**config.mk**
```make
export PLATFORM = sky130hd
export DESIGN_NAME = irq_output_config
export DESIGN_NICKNAME = d
export VERILOG_FILES = /design/src/pin_sync3.v /design/src/holdoff_tick.v /design/src/irq_output_config.v
export VERILOG_INCLUDE_DIRS = /design/src
export SDC_FILE = /design/constraint.sdc
export NUM_CORES = 1
export LEC_CHECK = 0
export CAP_MARGIN = 40
export CORE_MARGIN = 2
export CORE_UTILIZATION = 51
export CTS_BUF_LIST = sky130_fd_sc_hd__clkbuf_4 sky130_fd_sc_hd__clkbuf_8 sky130_fd_sc_hd__clkbuf_16
export DETAILED_ROUTE_END_ITERATION = 10
export DONT_BUFFER_PORTS = 1
export GPL_ROUTABILITY_DRIVEN = 0
export PLACE_DENSITY_LB_ADDON = 0.05
export REMOVE_ABC_BUFFERS = 1
export SYNTH_ARGS = -nofsm -noshare
export SYNTH_HDL_FRONTEND = slang
export SYNTH_SLANG_ARGS = --single-unit
export TNS_END_PERCENT = 50
```
**constraint.sdc**
```tcl
create_clock -name clock -period 7.3 [get_ports clock]
set_clock_uncertainty 0.1 [all_clocks]
set_input_delay 1.095 -clock clock [delete_from_list [all_inputs] [get_ports clock]]
set_output_delay 1.095 -clock clock [all_outputs]
set_load 0.005 [all_outputs]
```
**src/irq_output_config_defines.vh**
```
// constants for the interrupt pin configuration and output stage
// What this block does
// - hold-off interval field in bits 31:24, units of 10 us, resets zero
// - writing zero disables hold-off, clears counter, forwards pending interrupts at once
// - a new non-zero interval length applies to every later interrupt
// - power management event bypasses the hold-off and reaches the pin directly
// - writing one to bit 14 restarts the interval; self-clearing; zero ignored
// - bit 13 reads one while an interval withholds interrupts, else zero
// - bit 12 shows the combined enabled interrupt line, ignoring pin enable, hold-off
// - bit 8 gates the pin; zero keeps pin inactive unless bit 1 routes the crystal clock; status untouched
// - bit 4 selects pin level: zero active low, one active high
// - in open-drain mode the level bit is ignored; pin is active low
// - bit 0 selects driver: zero open-drain, one push-pull; resets zero
// - bit 1 routes the crystal clock onto the pin for debug
// - level and driver bits survive the soft digital reset
// - combined line rises only for a source whose status and enable are set
`ifndef IRQ_OUTPUT_CONFIG_DEFINES_VH
`define IRQ_OUTPUT_CONFIG_DEFINES_VH

// ****************************************
// register addresses (byte addresses)
// ****************************************
`define PIN_CONFIG_ADDR 12'h054
`define EVENT_STATUS_ADDR 12'h060
`define EVENT_MASK_ADDR 12'h064

// ****************************************
// pin configuration fields
// ****************************************
`define HOLDOFF_MSB 31
`define HOLDOFF_LSB 24
`define HOLDOFF_CLEAR_BIT 14
`define HOLDOFF_FLAG_BIT 13
`define COMBINED_LINE_BIT 12
`define PIN_ENABLE_BIT 8
`define ACTIVE_LEVEL_BIT 4
`define CLOCK_SELECT_BIT 1
`define DRIVE_TYPE_BIT 0
`define HOLDOFF_RESET 8'h00
`define FLAG_RESET 1'b0

// ****************************************
// block event status and mask fields
// ****************************************
`define EVENT_WIDTH 3
`define EV_HOLDOFF_START 0
`define EV_HOLDOFF_END 1
`define EV_PIN_ASSERT 2
`define EVENT_RESET 3'h0

// ****************************************
// timing
// ****************************************
`define CLOCK_PERIOD_NS 40
`define HOLDOFF_UNIT_NS 10000
`define HOLDOFF_UNIT_CYCLES (`HOLDOFF_UNIT_NS / `CLOCK_PERIOD_NS)

`endif

```
**src/pin_sync3.v**
```verilog
// three-stage synchroniser with agreement filter for an outside level
`timescale 1ns/100ps
`default_nettype none
module pin_sync3 (
  // clock and reset
  input wire clock,
  input wire rst_n,
  // asynchronous level in, filtered level out
  input wire asyncIn,
  output reg syncOut
);
  reg stage1;
  reg stage2;
  reg stage3;

  // stage1 feeds only stage2 to keep metastability contained
  always @(posedge clock) begin
    if (!rst_n) begin
      stage1 <= 1'b0;
      stage2 <= 1'b0;
      stage3 <= 1'b0;
      syncOut <= 1'b0;
    end else begin
      stage1 <= asyncIn;
      stage2 <= stage1;
      stage3 <= stage2;
      if (stage2 == stage3) begin
        syncOut <= stage3;
      end
    end
  end
endmodule
`default_nettype wire

```
**src/holdoff_tick.v**
```verilog
// prescaler giving one pulse per hold-off unit
`timescale 1ns/100ps
`default_nettype none
module holdoff_tick #(
  parameter CYCLES = 250,
  parameter CW = 8
) (
  // clock and reset
  input wire clock,
  input wire rst_n,
  // restart aligns the first tick a full unit after an interval start
  input wire restart,
  output reg tick
);
  localparam [CW-1:0] LAST = CYCLES - 1;
  reg [CW-1:0] count;

  always @(posedge clock) begin
    if (!rst_n || restart) begin
      count <= {CW{1'b0}};
      tick <= 1'b0;
    end else if (count == LAST) begin
      count <= {CW{1'b0}};
      tick <= 1'b1;
    end else begin
      count <= count + {{(CW-1){1'b0}}, 1'b1};
      tick <= 1'b0;
    end
  end
endmodule
`default_nettype wire

```
**src/irq_output_config.v**
```verilog
// interrupt pin configuration, hold-off and output driver stage
//
// Chosen here: the Avalon-MM slave port.
`timescale 1ns/100ps
`default_nettype none
`include "irq_output_config_defines.vh"
module irq_output_config #(
  parameter SOURCES = 8,
  parameter ADDR_WIDTH = 12,
  parameter UNIT_CYCLES = `HOLDOFF_UNIT_CYCLES
) (
  // clock and resets
  input wire clock,
  input wire rst_n,
  input wire softReset,
  // avalon-mm slave
  input wire [ADDR_WIDTH-1:0] address,
  input wire read,
  input wire write,
  input wire [31:0] writedata,
  input wire [3:0] byteenable,
  output reg [31:0] readdata,
  output reg waitrequest,
  // interrupt sources from the status and enable registers
  input wire [SOURCES-1:0] sourceStatus,
  input wire [SOURCES-1:0] sourceEnable,
  input wire powerMgmtEvent,
  input wire powerMgmtEnable,
  // crystal clock for debug observation
  input wire xtalClock,
  // interrupt pin, enable low while driving
  output reg irqPinOut,
  output reg irqPinOe_n,
  // block event interrupt
  output reg eventIrq
);

  // ****************************************
  // states and helpers
  // ****************************************
  localparam [1:0] FORWARD = 2'b00;
  localparam [1:0] ASSERTED = 2'b01;
  localparam [1:0] HOLDOFF = 2'b10;

  function [31:0] mergeBytes;
    input [31:0] old;
    input [31:0] data;
    input [3:0] be;
    integer i;
    begin
      mergeBytes = old;
      for (i = 0; i < 4; i = i + 1) begin
        if (be[i]) begin
          mergeBytes[i*8 +: 8] = data[i*8 +: 8];
        end
      end
    end
  endfunction

  function addrHit;
    input [ADDR_WIDTH-1:0] addr;
    input [11:0] target;
    begin
      addrHit = (addr == target[ADDR_WIDTH-1:0]);
    end
  endfunction

  // ****************************************
  // registers
  // ****************************************
  reg [7:0] holdoffInterval;
  reg pinEnable;
  reg pinActiveLevel;
  reg clockSelect;
  reg pushPull;
  reg [`EVENT_WIDTH-1:0] eventStatus;
  reg [`EVENT_WIDTH-1:0] eventMask;
  reg [1:0] state;
  reg [7:0] holdoffCount;
  reg pinAssertDly;

  reg [1:0] next_state;
  reg [7:0] next_holdoffCount;
  reg startInterval;
  reg next_irqPinOut;
  reg next_irqPinOe_n;
  reg [31:0] readValue;

  wire tick;
  wire xtalLevel;

  // ****************************************
  // combined interrupt line
  // ****************************************
  wire [SOURCES-1:0] gatedSource;
  genvar g;
  generate
    for (g = 0; g < SOURCES; g = g + 1) begin : gate
      assign gatedSource[g] = sourceStatus[g] & sourceEnable[g];
    end
  endgenerate

  wire sourceLine = |gatedSource;
  wire powerLine = powerMgmtEvent & powerMgmtEnable;
  wire combinedLine = sourceLine | powerLine;

  // ****************************************
  // bus decode
  // ****************************************
  // one wait state: waitrequest drops the cycle after a request shows
  wire takeWrite = write && !waitrequest;
  wire cfgWrite = takeWrite && addrHit(address, `PIN_CONFIG_ADDR);
  wire statusWrite = takeWrite && addrHit(address, `EVENT_STATUS_ADDR);
  wire maskWrite = takeWrite && addrHit(address, `EVENT_MASK_ADDR);

  // every stored field must sit in the old word so unselected lanes keep their value
  wire [31:0] cfgWord = {holdoffInterval, 15'h0000, pinEnable, 3'h0, pinActiveLevel, 2'h0,
                         clockSelect, pushPull};
  wire [31:0] cfgMerged = mergeBytes(cfgWord, writedata, byteenable);
  wire [7:0] writtenInterval = cfgMerged[`HOLDOFF_MSB:`HOLDOFF_LSB];
  wire intervalTouched = cfgWrite && byteenable[3];
  wire intervalToZero = intervalTouched && (writtenInterval == 8'h00);
  wire clearRequest = cfgWrite && byteenable[1] &&
                      writedata[`HOLDOFF_CLEAR_BIT];

  // the interval length that a clear-bit restart uses, including a same-write update
  wire [7:0] effectiveInterval = intervalTouched ? writtenInterval : holdoffInterval;

  // ****************************************
  // helpers
  // ****************************************
  holdoff_tick #(
    .CYCLES(UNIT_CYCLES),
    .CW(8)
  ) unitTick (
    .clock(clock),
    .rst_n(rst_n),
    .restart(startInterval | softReset),
    .tick(tick)
  );

  // sampling a clock this fast aliases; it is only a coarse debug view
  pin_sync3 xtalSync (
    .clock(clock),
    .rst_n(rst_n),
    .asyncIn(xtalClock),
    .syncOut(xtalLevel)
  );

  // ****************************************
  // bus handshake and read data
  // ****************************************
  always @(posedge clock) begin
    if (!rst_n) begin
      waitrequest <= 1'b1;
    end else if ((read || write) && waitrequest) begin
      waitrequest <= 1'b0;
    end else begin
      waitrequest <= 1'b1;
    end
  end

  always @* begin
    readValue = 32'h0000_0000;
    if (addrHit(address, `PIN_CONFIG_ADDR)) begin
      readValue[`HOLDOFF_MSB:`HOLDOFF_LSB] = holdoffInterval;
      readValue[`HOLDOFF_FLAG_BIT] = (state == HOLDOFF);
      readValue[`COMBINED_LINE_BIT] = combinedLine;
      readValue[`PIN_ENABLE_BIT] = pinEnable;
      readValue[`ACTIVE_LEVEL_BIT] = pinActiveLevel;
      readValue[`CLOCK_SELECT_BIT] = clockSelect;
      readValue[`DRIVE_TYPE_BIT] = pushPull;
    end else if (addrHit(address, `EVENT_STATUS_ADDR)) begin
      readValue[`EVENT_WIDTH-1:0] = eventStatus;
    end else if (addrHit(address, `EVENT_MASK_ADDR)) begin
      readValue[`EVENT_WIDTH-1:0] = eventMask;
    end
  end

  always @(posedge clock) begin
    if (!rst_n) begin
      readdata <= 32'h0000_0000;
    end else if (read && waitrequest) begin
      readdata <= readValue;
    end
  end

  // ****************************************
  // configuration register
  // ****************************************
  // the clear bit has no storage, so it always reads back zero
  always @(posedge clock) begin
    if (!rst_n) begin
      holdoffInterval <= `HOLDOFF_RESET;
      pinEnable <= `FLAG_RESET;
      clockSelect <= `FLAG_RESET;
      pinActiveLevel <= `FLAG_RESET;
      pushPull <= `FLAG_RESET;
    end else if (softReset) begin
      holdoffInterval <= `HOLDOFF_RESET;
      pinEnable <= `FLAG_RESET;
      clockSelect <= `FLAG_RESET;
    end else if (cfgWrite) begin
      holdoffInterval <= writtenInterval;
      pinEnable <= cfgMerged[`PIN_ENABLE_BIT];
      pinActiveLevel <= cfgMerged[`ACTIVE_LEVEL_BIT];
      clockSelect <= cfgMerged[`CLOCK_SELECT_BIT];
      pushPull <= cfgMerged[`DRIVE_TYPE_BIT];
    end
  end

  // ****************************************
  // hold-off state machine
  // ****************************************
  always @* begin
    next_state = state;
    next_holdoffCount = holdoffCount;
    startInterval = 1'b0;
    case (state)
      FORWARD: begin
        if (sourceLine) begin
          next_state = ASSERTED;
        end
      end
      ASSERTED: begin
        if (!sourceLine && holdoffInterval != 8'h00) begin
          next_state = HOLDOFF;
          next_holdoffCount = holdoffInterval;
          startInterval = 1'b1;
        end else if (!sourceLine) begin
          next_state = FORWARD;
        end
      end
      HOLDOFF: begin
        if (tick) begin
          if (holdoffCount <= 8'h01) begin
            next_state = FORWARD;
            next_holdoffCount = 8'h00;
          end else begin
            next_holdoffCount = holdoffCount - 8'h01;
          end
        end
      end
      default: begin
        next_state = FORWARD;
        next_holdoffCount = 8'h00;
      end
    endcase
    if (clearRequest && effectiveInterval != 8'h00) begin
      next_state = HOLDOFF;
      next_holdoffCount = effectiveInterval;
      startInterval = 1'b1;
    end
    if (intervalToZero) begin
      next_state = FORWARD;
      next_holdoffCount = 8'h00;
      startInterval = 1'b0;
    end
  end

  always @(posedge clock) begin
    if (!rst_n || softReset) begin
      state <= FORWARD;
      holdoffCount <= 8'h00;
    end else begin
      state <= next_state;
      holdoffCount <= next_holdoffCount;
    end
  end

  // ****************************************
  // pin driver
  // ****************************************
  wire withheld = (state == HOLDOFF);
  wire forwardedLine = (sourceLine && !withheld) || powerLine;
  wire pinAssert = pinEnable && forwardedLine;

  always @* begin
    next_irqPinOut = 1'b0;
    next_irqPinOe_n = 1'b1;
    if (pushPull) begin
      next_irqPinOe_n = 1'b0;
      if (clockSelect) begin
        next_irqPinOut = xtalLevel;
      end else begin
        next_irqPinOut = pinActiveLevel ? pinAssert : !pinAssert;
      end
    end else begin
      // open drain only ever pulls low, so the level bit cannot apply
      next_irqPinOut = 1'b0;
      if (clockSelect) begin
        next_irqPinOe_n = xtalLevel;
      end else begin
        next_irqPinOe_n = !pinAssert;
      end
    end
  end

  always @(posedge clock) begin
    if (!rst_n) begin
      irqPinOut <= 1'b0;
      irqPinOe_n <= 1'b1;
      pinAssertDly <= 1'b0;
    end else begin
      irqPinOut <= next_irqPinOut;
      irqPinOe_n <= next_irqPinOe_n;
      pinAssertDly <= pinAssert;
    end
  end

  // ****************************************
  // block events
  // ****************************************
  wire [`EVENT_WIDTH-1:0] eventSet;
  assign eventSet[`EV_HOLDOFF_START] = startInterval;
  assign eventSet[`EV_HOLDOFF_END] = (state == HOLDOFF) && (next_state == FORWARD);
  assign eventSet[`EV_PIN_ASSERT] = pinAssert && !pinAssertDly;

  wire [31:0] clearWord = mergeBytes(32'h0000_0000, writedata, byteenable);
  wire [`EVENT_WIDTH-1:0] eventClear =
    statusWrite ? clearWord[`EVENT_WIDTH-1:0] : {`EVENT_WIDTH{1'b0}};
  // a set in the same cycle as its clear wins so no event is lost
  wire [`EVENT_WIDTH-1:0] next_eventStatus = (eventStatus & ~eventClear) | eventSet;
  wire [31:0] maskMerged = mergeBytes({29'h0000_0000, eventMask}, writedata, byteenable);
  wire [`EVENT_WIDTH-1:0] next_eventMask =
    maskWrite ? maskMerged[`EVENT_WIDTH-1:0] : eventMask;

  always @(posedge clock) begin
    if (!rst_n || softReset) begin
      eventStatus <= `EVENT_RESET;
      eventMask <= `EVENT_RESET;
      eventIrq <= 1'b0;
    end else begin
      eventStatus <= next_eventStatus;
      eventMask <= next_eventMask;
      eventIrq <= |(next_eventStatus & next_eventMask);
    end
  end

endmodule
`default_nettype wire

```
==> out/results.txt, run 1 <==
Initial Utilization: 52.6%
CP startpoint kind: input port
HPWL Detailed: 5380 um
Port Buffers: 0
CORE AREA: 5920 um^2
Setup total negative slack: 0 ns
Measured slew at the worst slew-check pin: 0.686 ns
Post-synthesis adder-cell area fraction: 3.21%
Combinational family with the most area after synthesis: simple AND/OR/NAND/NOR gates
Complex-gate fraction of the synthesized area: 17.6%
Worst VDD drop: 0.186 mV
Yosys reg bits: 61
N_diodes: 0
Worst hold stages: 1
Register area share after synthesis: 39.2%
PD cells: 205 nW/um^2
Layout cell share with drive strength beyond 1: 6.67%
Syn. warnings: 0
Kind of critical path: in2reg
Detail Route Antenna Nets: 0
Die H: 82.2 um
Netlist cell types: 52
Total grt overflow: 0
CP max FO: 14
Most common cell after layout, fill and taps aside: dfxtp_1
Most frequent cells in the layout: dfxtp_1, nand2_1, nor2_1, a21oi_1, nand3_1
Outcome: complete, no violations
# fillers: 564
Critical Path Slowest Stage Cell: and4_1
DRT Wirelength: 7240 um
Hold Startpoint: xtalSync.stage1
Syn Inst Count: 373
Cell Rows: 28
XOR/XNOR share of the synthesized area: 2.53%
Number of global-route vias before repair: 2479
Vias: 2597
Asr flop ratio synth: 0%
Final instance area: 3300 um^2
Cell area after synthesis: 3120 um^2
Total power: 677 uW
All-Layer GR Usage: 22.7%
Clock buffer count from CTS: 9
Req. time, crit path: 7.43 ns
CTS tree: yes
Final Max Slew Viols: 0
Max-Cap Viols: 0
Vias per cell: 5.77
Worst hold slack: 0.341 ns
WL/cell: 16.1 um
Critical path arrival: 3.34 ns
Drt drc: 0
Final nets: 450
Unrepaired setup endpoints after global routing: no
Final setup violation count: 0
Hold buffer count at CTS: 0
Die W: 82.2 um
CP cell instances: nor4_1 -> and4_1 -> o2111a_1 -> nand2_1 -> a211oi_1
Period utilization: 43.9%
Setup repair bufs after CTS: 0
Area after DPL: 3100 um^2
CP max stage delay: 0.67 ns
Buffer type at the clock tree root: clkbuf_8
Final Hold Fails: 0
Global-route wire length before repair: 11600 um
RR Endpoint: eventIrq
Initial DRC count: 114
F_max: 312 MHz
Top FF cell, synth: dfxtp_1
Max H-tree Level: 3
R2R setup slack: 4.50 ns
Post-synth EDFFs: 0
Number of antenna violations at the first check in global routing: 0
Resize count post-CTS: 0
Max clock buf depth: 2
Worst Reg-to-Reg Cells: 6
WHS Endpoint: xtalSync.stage2
Rel. slew slack: 53.9%
Multiplexer share of the synthesized area: 5.70%
Skew-Pair Late Insertion Delay: 0.34 ns
Clk sink count: 61
I/O pins: 108
CTS clk-pin slew, worst paths: 0.08 ns
Fin crit period: 3.21 ns
Hold Path Class: reg2reg
Synth Area in Simple Gates: 24.3%
Leakage dissipation: 1.23 nW
Avg Cell Area, Syn: 8.36 um^2
Largest net degree at the start of global routing: 21
Synth-to-layout area growth: 5.94%
First-pass DRT Iterations: 4
Critical path capture point type: flip-flop
Die area: 6750 um^2
R2r startpoint: holdoffCount[3]
[worst max-delay path by stage]
| stage | to | cells after the start | startpoint |
|---|---|---|---|
| global route | holdoffCount[2] | 6 | address[9] |
| global placement | holdoffCount[0] | 6 | address[9] |
| finish | holdoffCount[0] | 5 | address[9] |
| detailed placement | holdoffCount[2] | 6 | address[9] |
| floorplan | eventIrq | 6 | address[9] |
| CTS | holdoffCount[2] | 6 | address[9] |
[state kept, by name (all words and copies together), names as in the netlist, 2 cells and up]
| name | count |
|---|---|
| readdata | 15 |
| holdoffCount | 8 |
| holdoffInterval | 8 |
| unitTick.count | 8 |
| eventMask | 3 |
| eventStatus | 3 |
| state | 2 |
[report_power, final]
part	switching, mW	internal [mW]
clock network	0.142	0.164
registers	0.00255	0.335
logic	0.0230	0.00981
total	0.168	0.509
[metrics by stage]
stage               utilization [%]  worst slack, ns  instances
finish                         55.8             4.09        450
detailed placement             52.3             3.76        434
global route                   55.8             3.80        450
CTS                            55.8             4.13        450
global placement               52.3             3.77        433
floorplan                         -             4.18        357
[worst max-delay path, delay by kind of cell]
family / cells / cell delay [ns]
and+or+nand+nor: 3 / 1.59
AOI/OAI and AO/OA: 2 / 0.65
[cell families (layout without fill, tap and decap cells)]
kind of cell,after synthesis,in the layout
AND/OR/NAND/NOR,151,151
AO/OA/AOI/OAI,82,82
flip-flops,61,61
buffers and inverters,44,30
multiplexers,17,17
XOR/XNOR,9,9
adder cells (fa/ha/maj),8,8
other,1,17
[final cells by class]
class	count	area [um^2]	area share, %
Sequential cell	61	1220	37.0
Timing Repair Buffer	2	11.3	0.341
Tap cell	75	93.8	2.84
Inverter	12	45.0	1.36
Clock inverter	6	72.6	2.20
Clock buffer	10	131	3.98
Multi-Input combinational cell	284	1730	52.3
[per-layer routing]
metal | routed length, um | global-route usage, % | vias to the layer above
li1 | - | - | 1288
met1 | 3270 | 28.5 | 1219
met2 | 3490 | 38.0 | 82
met3 | 401 | 5.98 | 8
met4 | 78 | 7.00 | 0
met5 | 0 | 0 | -
[Yosys cell counts, types with 2 or more instances]
| master | count | area [um^2] |
|---|---|---|
| a211oi_1 | 6 | 45.0 |
| a21boi_0 | 4 | 30.0 |
| a21o_1 | 2 | 15.0 |
| a21oi_1 | 26 | 130 |
| a22oi_1 | 6 | 45.0 |
| a2bb2oi_1 | 2 | 17.5 |
| a31oi_1 | 6 | 37.5 |
| and2_1 | 14 | 87.6 |
| and3_1 | 3 | 18.8 |
| and4_1 | 4 | 35.0 |
| buf_1 | 3 | 11.3 |
| buf_4 | 17 | 128 |
| clkbuf_1 | 12 | 45.0 |
| dfxtp_1 | 61 | 1220 |
| ha_1 | 8 | 100 |
| inv_1 | 12 | 45.0 |
| mux2_2 | 6 | 67.6 |
| mux2i_1 | 11 | 110 |
| nand2_1 | 40 | 150 |
| nand2b_1 | 3 | 18.8 |
| nand3_1 | 19 | 95.1 |
| nand4_1 | 5 | 31.3 |
| nor2_1 | 39 | 146 |
| nor2b_1 | 2 | 12.5 |
| nor3_1 | 5 | 25.0 |
| nor4_1 | 4 | 25.0 |
| nor4b_1 | 2 | 17.5 |
| nor4bb_1 | 3 | 30.0 |
| o211ai_1 | 4 | 30.0 |
| o21ai_0 | 12 | 60.1 |
| o41a_1 | 2 | 22.5 |
| or3_1 | 2 | 12.5 |
| or4_1 | 2 | 15.0 |
| xnor2_1 | 7 | 61.3 |
| xor2_1 | 2 | 17.5 |
No activity file was read; power rests on OpenSTA's default activity.
==> run 2: changes to the inputs <==
Clock period 7.3 ns to 2.8 ns, I/O delays scaled along.
==> run 2 against run 1 <==
  * Sequential share of layout area decreased by 0.69 points
  * Design area increased by 1.9%
  * First-iteration DRC count increased by 14%
  * Largest cell class unchanged
==> out/results.txt, run 2 (synthesized netlist as in run 1, its figures left out) <==
Outcome: complete, no violations (unchanged)
DRT Wirelength: 7320 um (was 7240 um)
CP cell instances: or4_4 -> o41a_1 -> a211o_1 -> o221a_1 -> o41a_1 -> o221ai_2 (was nor4_1 -> and4_1 -> o2111a_1 -> nand2_1 -> a211oi_1)
Unrepaired setup endpoints after global routing: no (unchanged)
Detail Route Antenna Nets: 0 (unchanged)
Fin crit period: 2.68 ns
Total power: 1.79 mW (was 677 uW)
# fillers: 573 (was 564)
Critical Path Slowest Stage Cell: or4_4 (was and4_1)
Leakage dissipation: 1.27 nW (was 1.23 nW)
Max clock buf depth: 2 (unchanged)
Die H: 82.2 um (unchanged)
Rel. slew slack: 57.0% (was 53.9%)
Kind of critical path: reg2reg (was in2reg)
Resize count post-CTS: 0 (unchanged)
Setup repair bufs after CTS: 0 (unchanged)
Most common cell after layout, fill and taps aside: dfxtp_1 (unchanged)
Most frequent cells in the layout: dfxtp_1, nand2_1, nor2_1, a21oi_1, nand3_1 (unchanged)
Cell Rows: 28 (unchanged)
Sw power: 429 uW (was 168 uW)
Layout cell share with drive strength beyond 1: 8.64% (was 6.67%)
Setup total negative slack: 0 ns (unchanged)
Port Buffers: 0 (unchanged)
Worst VDD drop: 0.367 mV (was 0.186 mV)
Final Hold Fails: 0 (unchanged)
Number of antenna violations at the first check in global routing: 0 (unchanged)
PD cells: 532 nW/um^2 (was 205 nW/um^2)
Measured slew at the worst slew-check pin: 0.644 ns (was 0.686 ns)
Hold buffer count at CTS: 0 (unchanged)
First-pass DRT Iterations: 4 (unchanged)
Initial DRC count: 130 (was 114)
CTS tree: yes (unchanged)
CORE AREA: 5920 um^2 (unchanged)
Top delay family on crit path: compound AO/OA/AOI/OAI gates (was simple AND/OR/NAND/NOR gates)
Switching power share of the total: 24.0% (was 24.8%)
CTS clk-pin slew, worst paths: 0.07 ns (was 0.08 ns)
Pre-CTS WS: 0.133 ns (was 3.76 ns)
Hold Path Class: in2reg (was reg2reg)
HPWL Detailed: 5510 um (was 5380 um)
Pint: 1.36 mW (was 509 uW)
Die W: 82.2 um (unchanged)
Critical path capture point type: flip-flop (unchanged)
Buffer type at the clock tree root: clkbuf_8 (unchanged)
Final setup violation count: 0 (unchanged)
Combinational share of power: 5.0% (was 4.8%)
Sequential power share: 49.0% (was 49.9%)
Post-layout util: 56.8% (was 55.8%)
Number of global-route vias before repair: 2512 (was 2479)
CP startpoint kind: flip-flop (was input port)
Vias: 2645 (was 2597)
Skew-Pair Late Insertion Delay: 0.34 ns (about the same)
Worst hold slack: 0.0654 ns (was 0.341 ns)
CP most frequent cell: o41a_1
Clk sink count: 61 (unchanged)
Most flop-heavy register: readdata (unchanged)
All-Layer GR Usage: 22.8% (was 22.7%)
Total grt overflow: 0 (unchanged)
Clock buffer count from CTS: 9 (unchanged)
Max-Cap Viols: 0 (unchanged)
N_diodes: 0 (unchanged)
Clock power share: 46.0% (was 45.3%)
Final nets: 457 (was 450)
Max H-tree Level: 3 (unchanged)
Drt drc: 0 (unchanged)
Vias per cell: 5.79 (was 5.77)
CP max stage delay: 0.56 ns (was 0.67 ns)
I/O pins: 108 (unchanged)
Synth-to-layout area growth: 7.95% (was 5.94%)
Critical path arrival: 2.84 ns (was 3.34 ns)
F_max: 373 MHz
Largest register FFs: 15 (unchanged)
WL/cell: 16.0 um (was 16.1 um)
Req. time, crit path: 2.96 ns (was 7.43 ns)
Period utilization: 95.8%
CP max FO: 5 (was 14)
Initial Utilization: 52.6% (unchanged)
Die area: 6750 um^2 (unchanged)
Final Max Slew Viols: 0 (unchanged)
Final WS setup: 0.118 ns (was 4.09 ns)
Largest net degree at the start of global routing: 21 (unchanged)
CP Buf/Inv Count: 0 (unchanged)
Global-route wire length before repair: 11600 um (about the same)
## run 2: power by group through the flow
stage | registers [mW] | clock network, mW | logic [mW]
detailed placement | 0.898 | 0 | 0.0887
finish | 0.878 | 0.823 | 0.0896
CTS | 0.878 | 0.838 | 0.0888
floorplan | 0.898 | 0 | 0.0632
global route | 0.878 | 0.876 | 0.102
global placement | 0.898 | 0 | 0.0881
## run 2: worst paths after layout
| kind | startpoint | endpoint | slack [ns] | depth (start not counted) |
|---|---|---|---|---|
| max | holdoffCount[3] | eventIrq | 0.12 | 6 |
| min | rst_n | irqPinOe_n | 0.07 | 1 |
| max reg2reg | holdoffCount[3] | eventIrq | 0.12 | 6 |
| min reg2reg | xtalSync.stage1 | xtalSync.stage2 | 0.35 | 1 |
## run 2: area by class of cell
cell class	instances	area, um^2	area share, %
tap	75	93.8	2.79
clock inverter	5	58.8	1.75
timing repair buffer	9	67.6	2.01
inverter	12	45.0	1.34
sequential	61	1220	36.3
multi-input combinational	284	1730	51.3
clock buffer	11	151	4.50
## run 2: worst register-to-register path: cells and delay by family, from the launching register on
kind             cells  cell delay [ns]
AO/OA/AOI/OAI        5             1.59
AND/OR/NAND/NOR      1             0.56
flip-flops           1             0.35
## run 2: layer usage
metal / global-route usage [%] / wire length, um / vias up
li1: - / - / 1306
met1: 28.0 / 3290 / 1246
met2: 37.7 / 3500 / 83
met3: 5.76 / 438 / 10
met4: 9.83 / 92 / 0
met5: 0 / 0 / -
## run 2: stage by stage
step                      std cells  area [um^2]
after floorplan                 357         2990
after global placement          441         3150
after detailed placement        441         3150
after CTS                       457         3360
after global routing            457         3360
final                           457         3360
==> run 3: changes to the inputs <==
Settings changed: CORE_ASPECT_RATIO from default to 0.7, TNS_END_PERCENT 50 to 30.
==> run 3 against run 2 <==
  * Core utilization grew 0.23 points
  * Clock power shrank 16%
  * Global-route usage grew 0.090 points
  * Non-clock buffer count shrank 1
  * Largest cell class unchanged
==> out/results.txt, run 3 (synthesized netlist as in run 1, its figures left out) <==
Worst VDD drop: 0.313 mV (was 0.367 mV)
WL/cell: 16.3 um (was 16.0 um)
Outcome: complete, no violations (unchanged)
Pint: 1.25 mW (was 1.36 mW)
Critical path capture point type: flip-flop (unchanged)
Die area: 6760 um^2 (was 6750 um^2)
Req. time, crit path: 2.96 ns (about the same)
Detail Route Antenna Nets: 0 (unchanged)
I/O pins: 108 (unchanged)
Most flop-heavy register: readdata (unchanged)
Global-route wire length before repair: 12400 um (was 11600 um)
Die W: 97.4 um (was 82.2 um)
Clock power share: 41.6% (was 46.0%)
Final setup violation count: 0 (unchanged)
DRT Wirelength: 7430 um (was 7320 um)
CP max FO: 5 (unchanged)
Drt drc: 0 (unchanged)
CTS clk-pin slew, worst paths: 0.07 ns (about the same)
Worst hold stages: 1 (unchanged)
Placed Instances: 440 (was 441)
Most frequent cells in the layout: dfxtp_1, nand2_1, nor2_1, a21oi_1, nand3_1 (unchanged)
CORE AREA: 5810 um^2 (was 5920 um^2)
Initial DRC count: 137 (was 130)
Skew-Pair Late Insertion Delay: 0.34 ns (about the same)
Setup total negative slack: 0 ns (unchanged)
Sw power: 408 uW (was 429 uW)
First-pass DRT Iterations: 4 (unchanged)
F_max: 375 MHz (was 373 MHz)
Hold Path Class: in2reg (unchanged)
Measured slew at the worst slew-check pin: 0.853 ns (was 0.644 ns)
Layout cell share with drive strength beyond 1: 8.16% (was 8.64%)
Final Max Slew Viols: 0 (unchanged)
Rel. slew slack: 42.9% (was 57.0%)
Final instance area: 3320 um^2 (was 3360 um^2)
Worst Reg-to-Reg Cells: 6 (unchanged)
Clk sink count: 61 (unchanged)
CP startpoint kind: flip-flop (unchanged)
Total power: 1.66 mW (was 1.79 mW)
Total grt overflow: 0 (unchanged)
Final Non-Filler Cells: 455 (was 457)
Post-layout util: 57.1% (was 56.8%)
Initial Utilization: 53.6% (was 52.6%)
Fin crit period: 2.67 ns (was 2.68 ns)
Vias per cell: 5.74 (was 5.79)
Hold buffer count at CTS: 0 (unchanged)
HPWL Detailed: 5580 um (was 5510 um)
Most common cell after layout, fill and taps aside: dfxtp_1 (unchanged)
Critical path arrival: 2.83 ns (was 2.84 ns)
Switching power share of the total: 24.6% (was 24.0%)
Buffer type at the clock tree root: clkbuf_8 (unchanged)
Die H: 69.4 um (was 82.2 um)
Period utilization: 95.2% (was 95.8%)
Final Hold Fails: 0 (unchanged)
Resize count post-CTS: 0 (unchanged)
Combinational share of power: 5.3% (was 5.0%)
Max clock buf depth: 2 (unchanged)
Cell Rows: 23 (was 28)
Port Buffers: 0 (unchanged)
Sequential power share: 53.1% (was 49.0%)
All-Layer GR Usage: 22.8% (about the same)
Leakage dissipation: 1.24 nW (was 1.27 nW)
Vias: 2612 (was 2645)
Area after DPL: 3150 um^2 (about the same)
N_diodes: 0 (unchanged)
Clock buffer count from CTS: 9 (unchanged)
Kind of critical path: reg2reg (unchanged)
Synth-to-layout area growth: 6.42% (was 7.95%)
Number of global-route vias before repair: 2515 (was 2512)
Max H-tree Level: 3 (unchanged)
CTS tree: yes (unchanged)
Largest net degree at the start of global routing: 20 (was 21)
Largest register FFs: 15 (unchanged)
Setup repair bufs after CTS: 0 (unchanged)
Final nets: 456 (was 457)
Unrepaired setup endpoints after global routing: no (unchanged)
PD cells: 499 nW/um^2 (was 532 nW/um^2)
Max-Cap Viols: 0 (unchanged)
Number of antenna violations at the first check in global routing: 0 (unchanged)
==> run 3: per-stage QoR <==
step | hold WS [ns] | setup slack [ns]
after floorplan | 0.312 | 0.205
after global placement | 0.314 | 0.169
after detailed placement | 0.322 | 0.163
after CTS | 0.0572 | 0.140
after global routing | 0.0558 | 0.0648
final | 0.0714 | 0.134
==> run 3: worst paths after layout <==
check	from	endpoint	slack, ns
max	holdoffCount[3]	eventIrq	0.13
min	rst_n	irqPinOe_n	0.07
max reg2reg	holdoffCount[3]	eventIrq	0.13
min reg2reg	xtalSync.stage1	xtalSync.stage2	0.33
==> run 3: critical path, cell delays in order (launching register included) <==
cell and delay (ns):
dfxtp_1 0.35, or4_4 0.55, o41a_1 0.42, a211o_1 0.28, o221a_1 0.28, o41a_1 0.44
o221ai_2 0.16
==> run 3: power groups by stage <==
stage	clock (mW)	combinational, mW	sequential (mW)
2_1_floorplan	0	0.0632	0.898
6_report	0.688	0.0879	0.880
3_5_place_dp	0	0.0860	0.900
4_1_cts	0.702	0.0862	0.880
5_1_grt	0.741	0.0988	0.880
3_3_place_gp	0	0.0854	0.899
==> run 3: area by class of cell <==
cell class | instances | area (um^2)
clock buffer | 11 | 145
clock inverter | 4 | 25.0
fill | 547 | 2500
inverter | 12 | 45.0
multi-input combinational | 284 | 1730
sequential | 61 | 1220
tap | 75 | 93.8
timing repair buffer | 8 | 60.1
==> run 3: per-layer routing <==
metal | up-vias | part of all wire, % | track usage (%)
met3 | 13 | 5.9 | 6.85
met4 | 0 | 1.5 | 8.64
li1 | 1299 | - | -
met2 | 88 | 43 | 33.6
met5 | - | 0 | 0
met1 | 1212 | 50 | 31.6
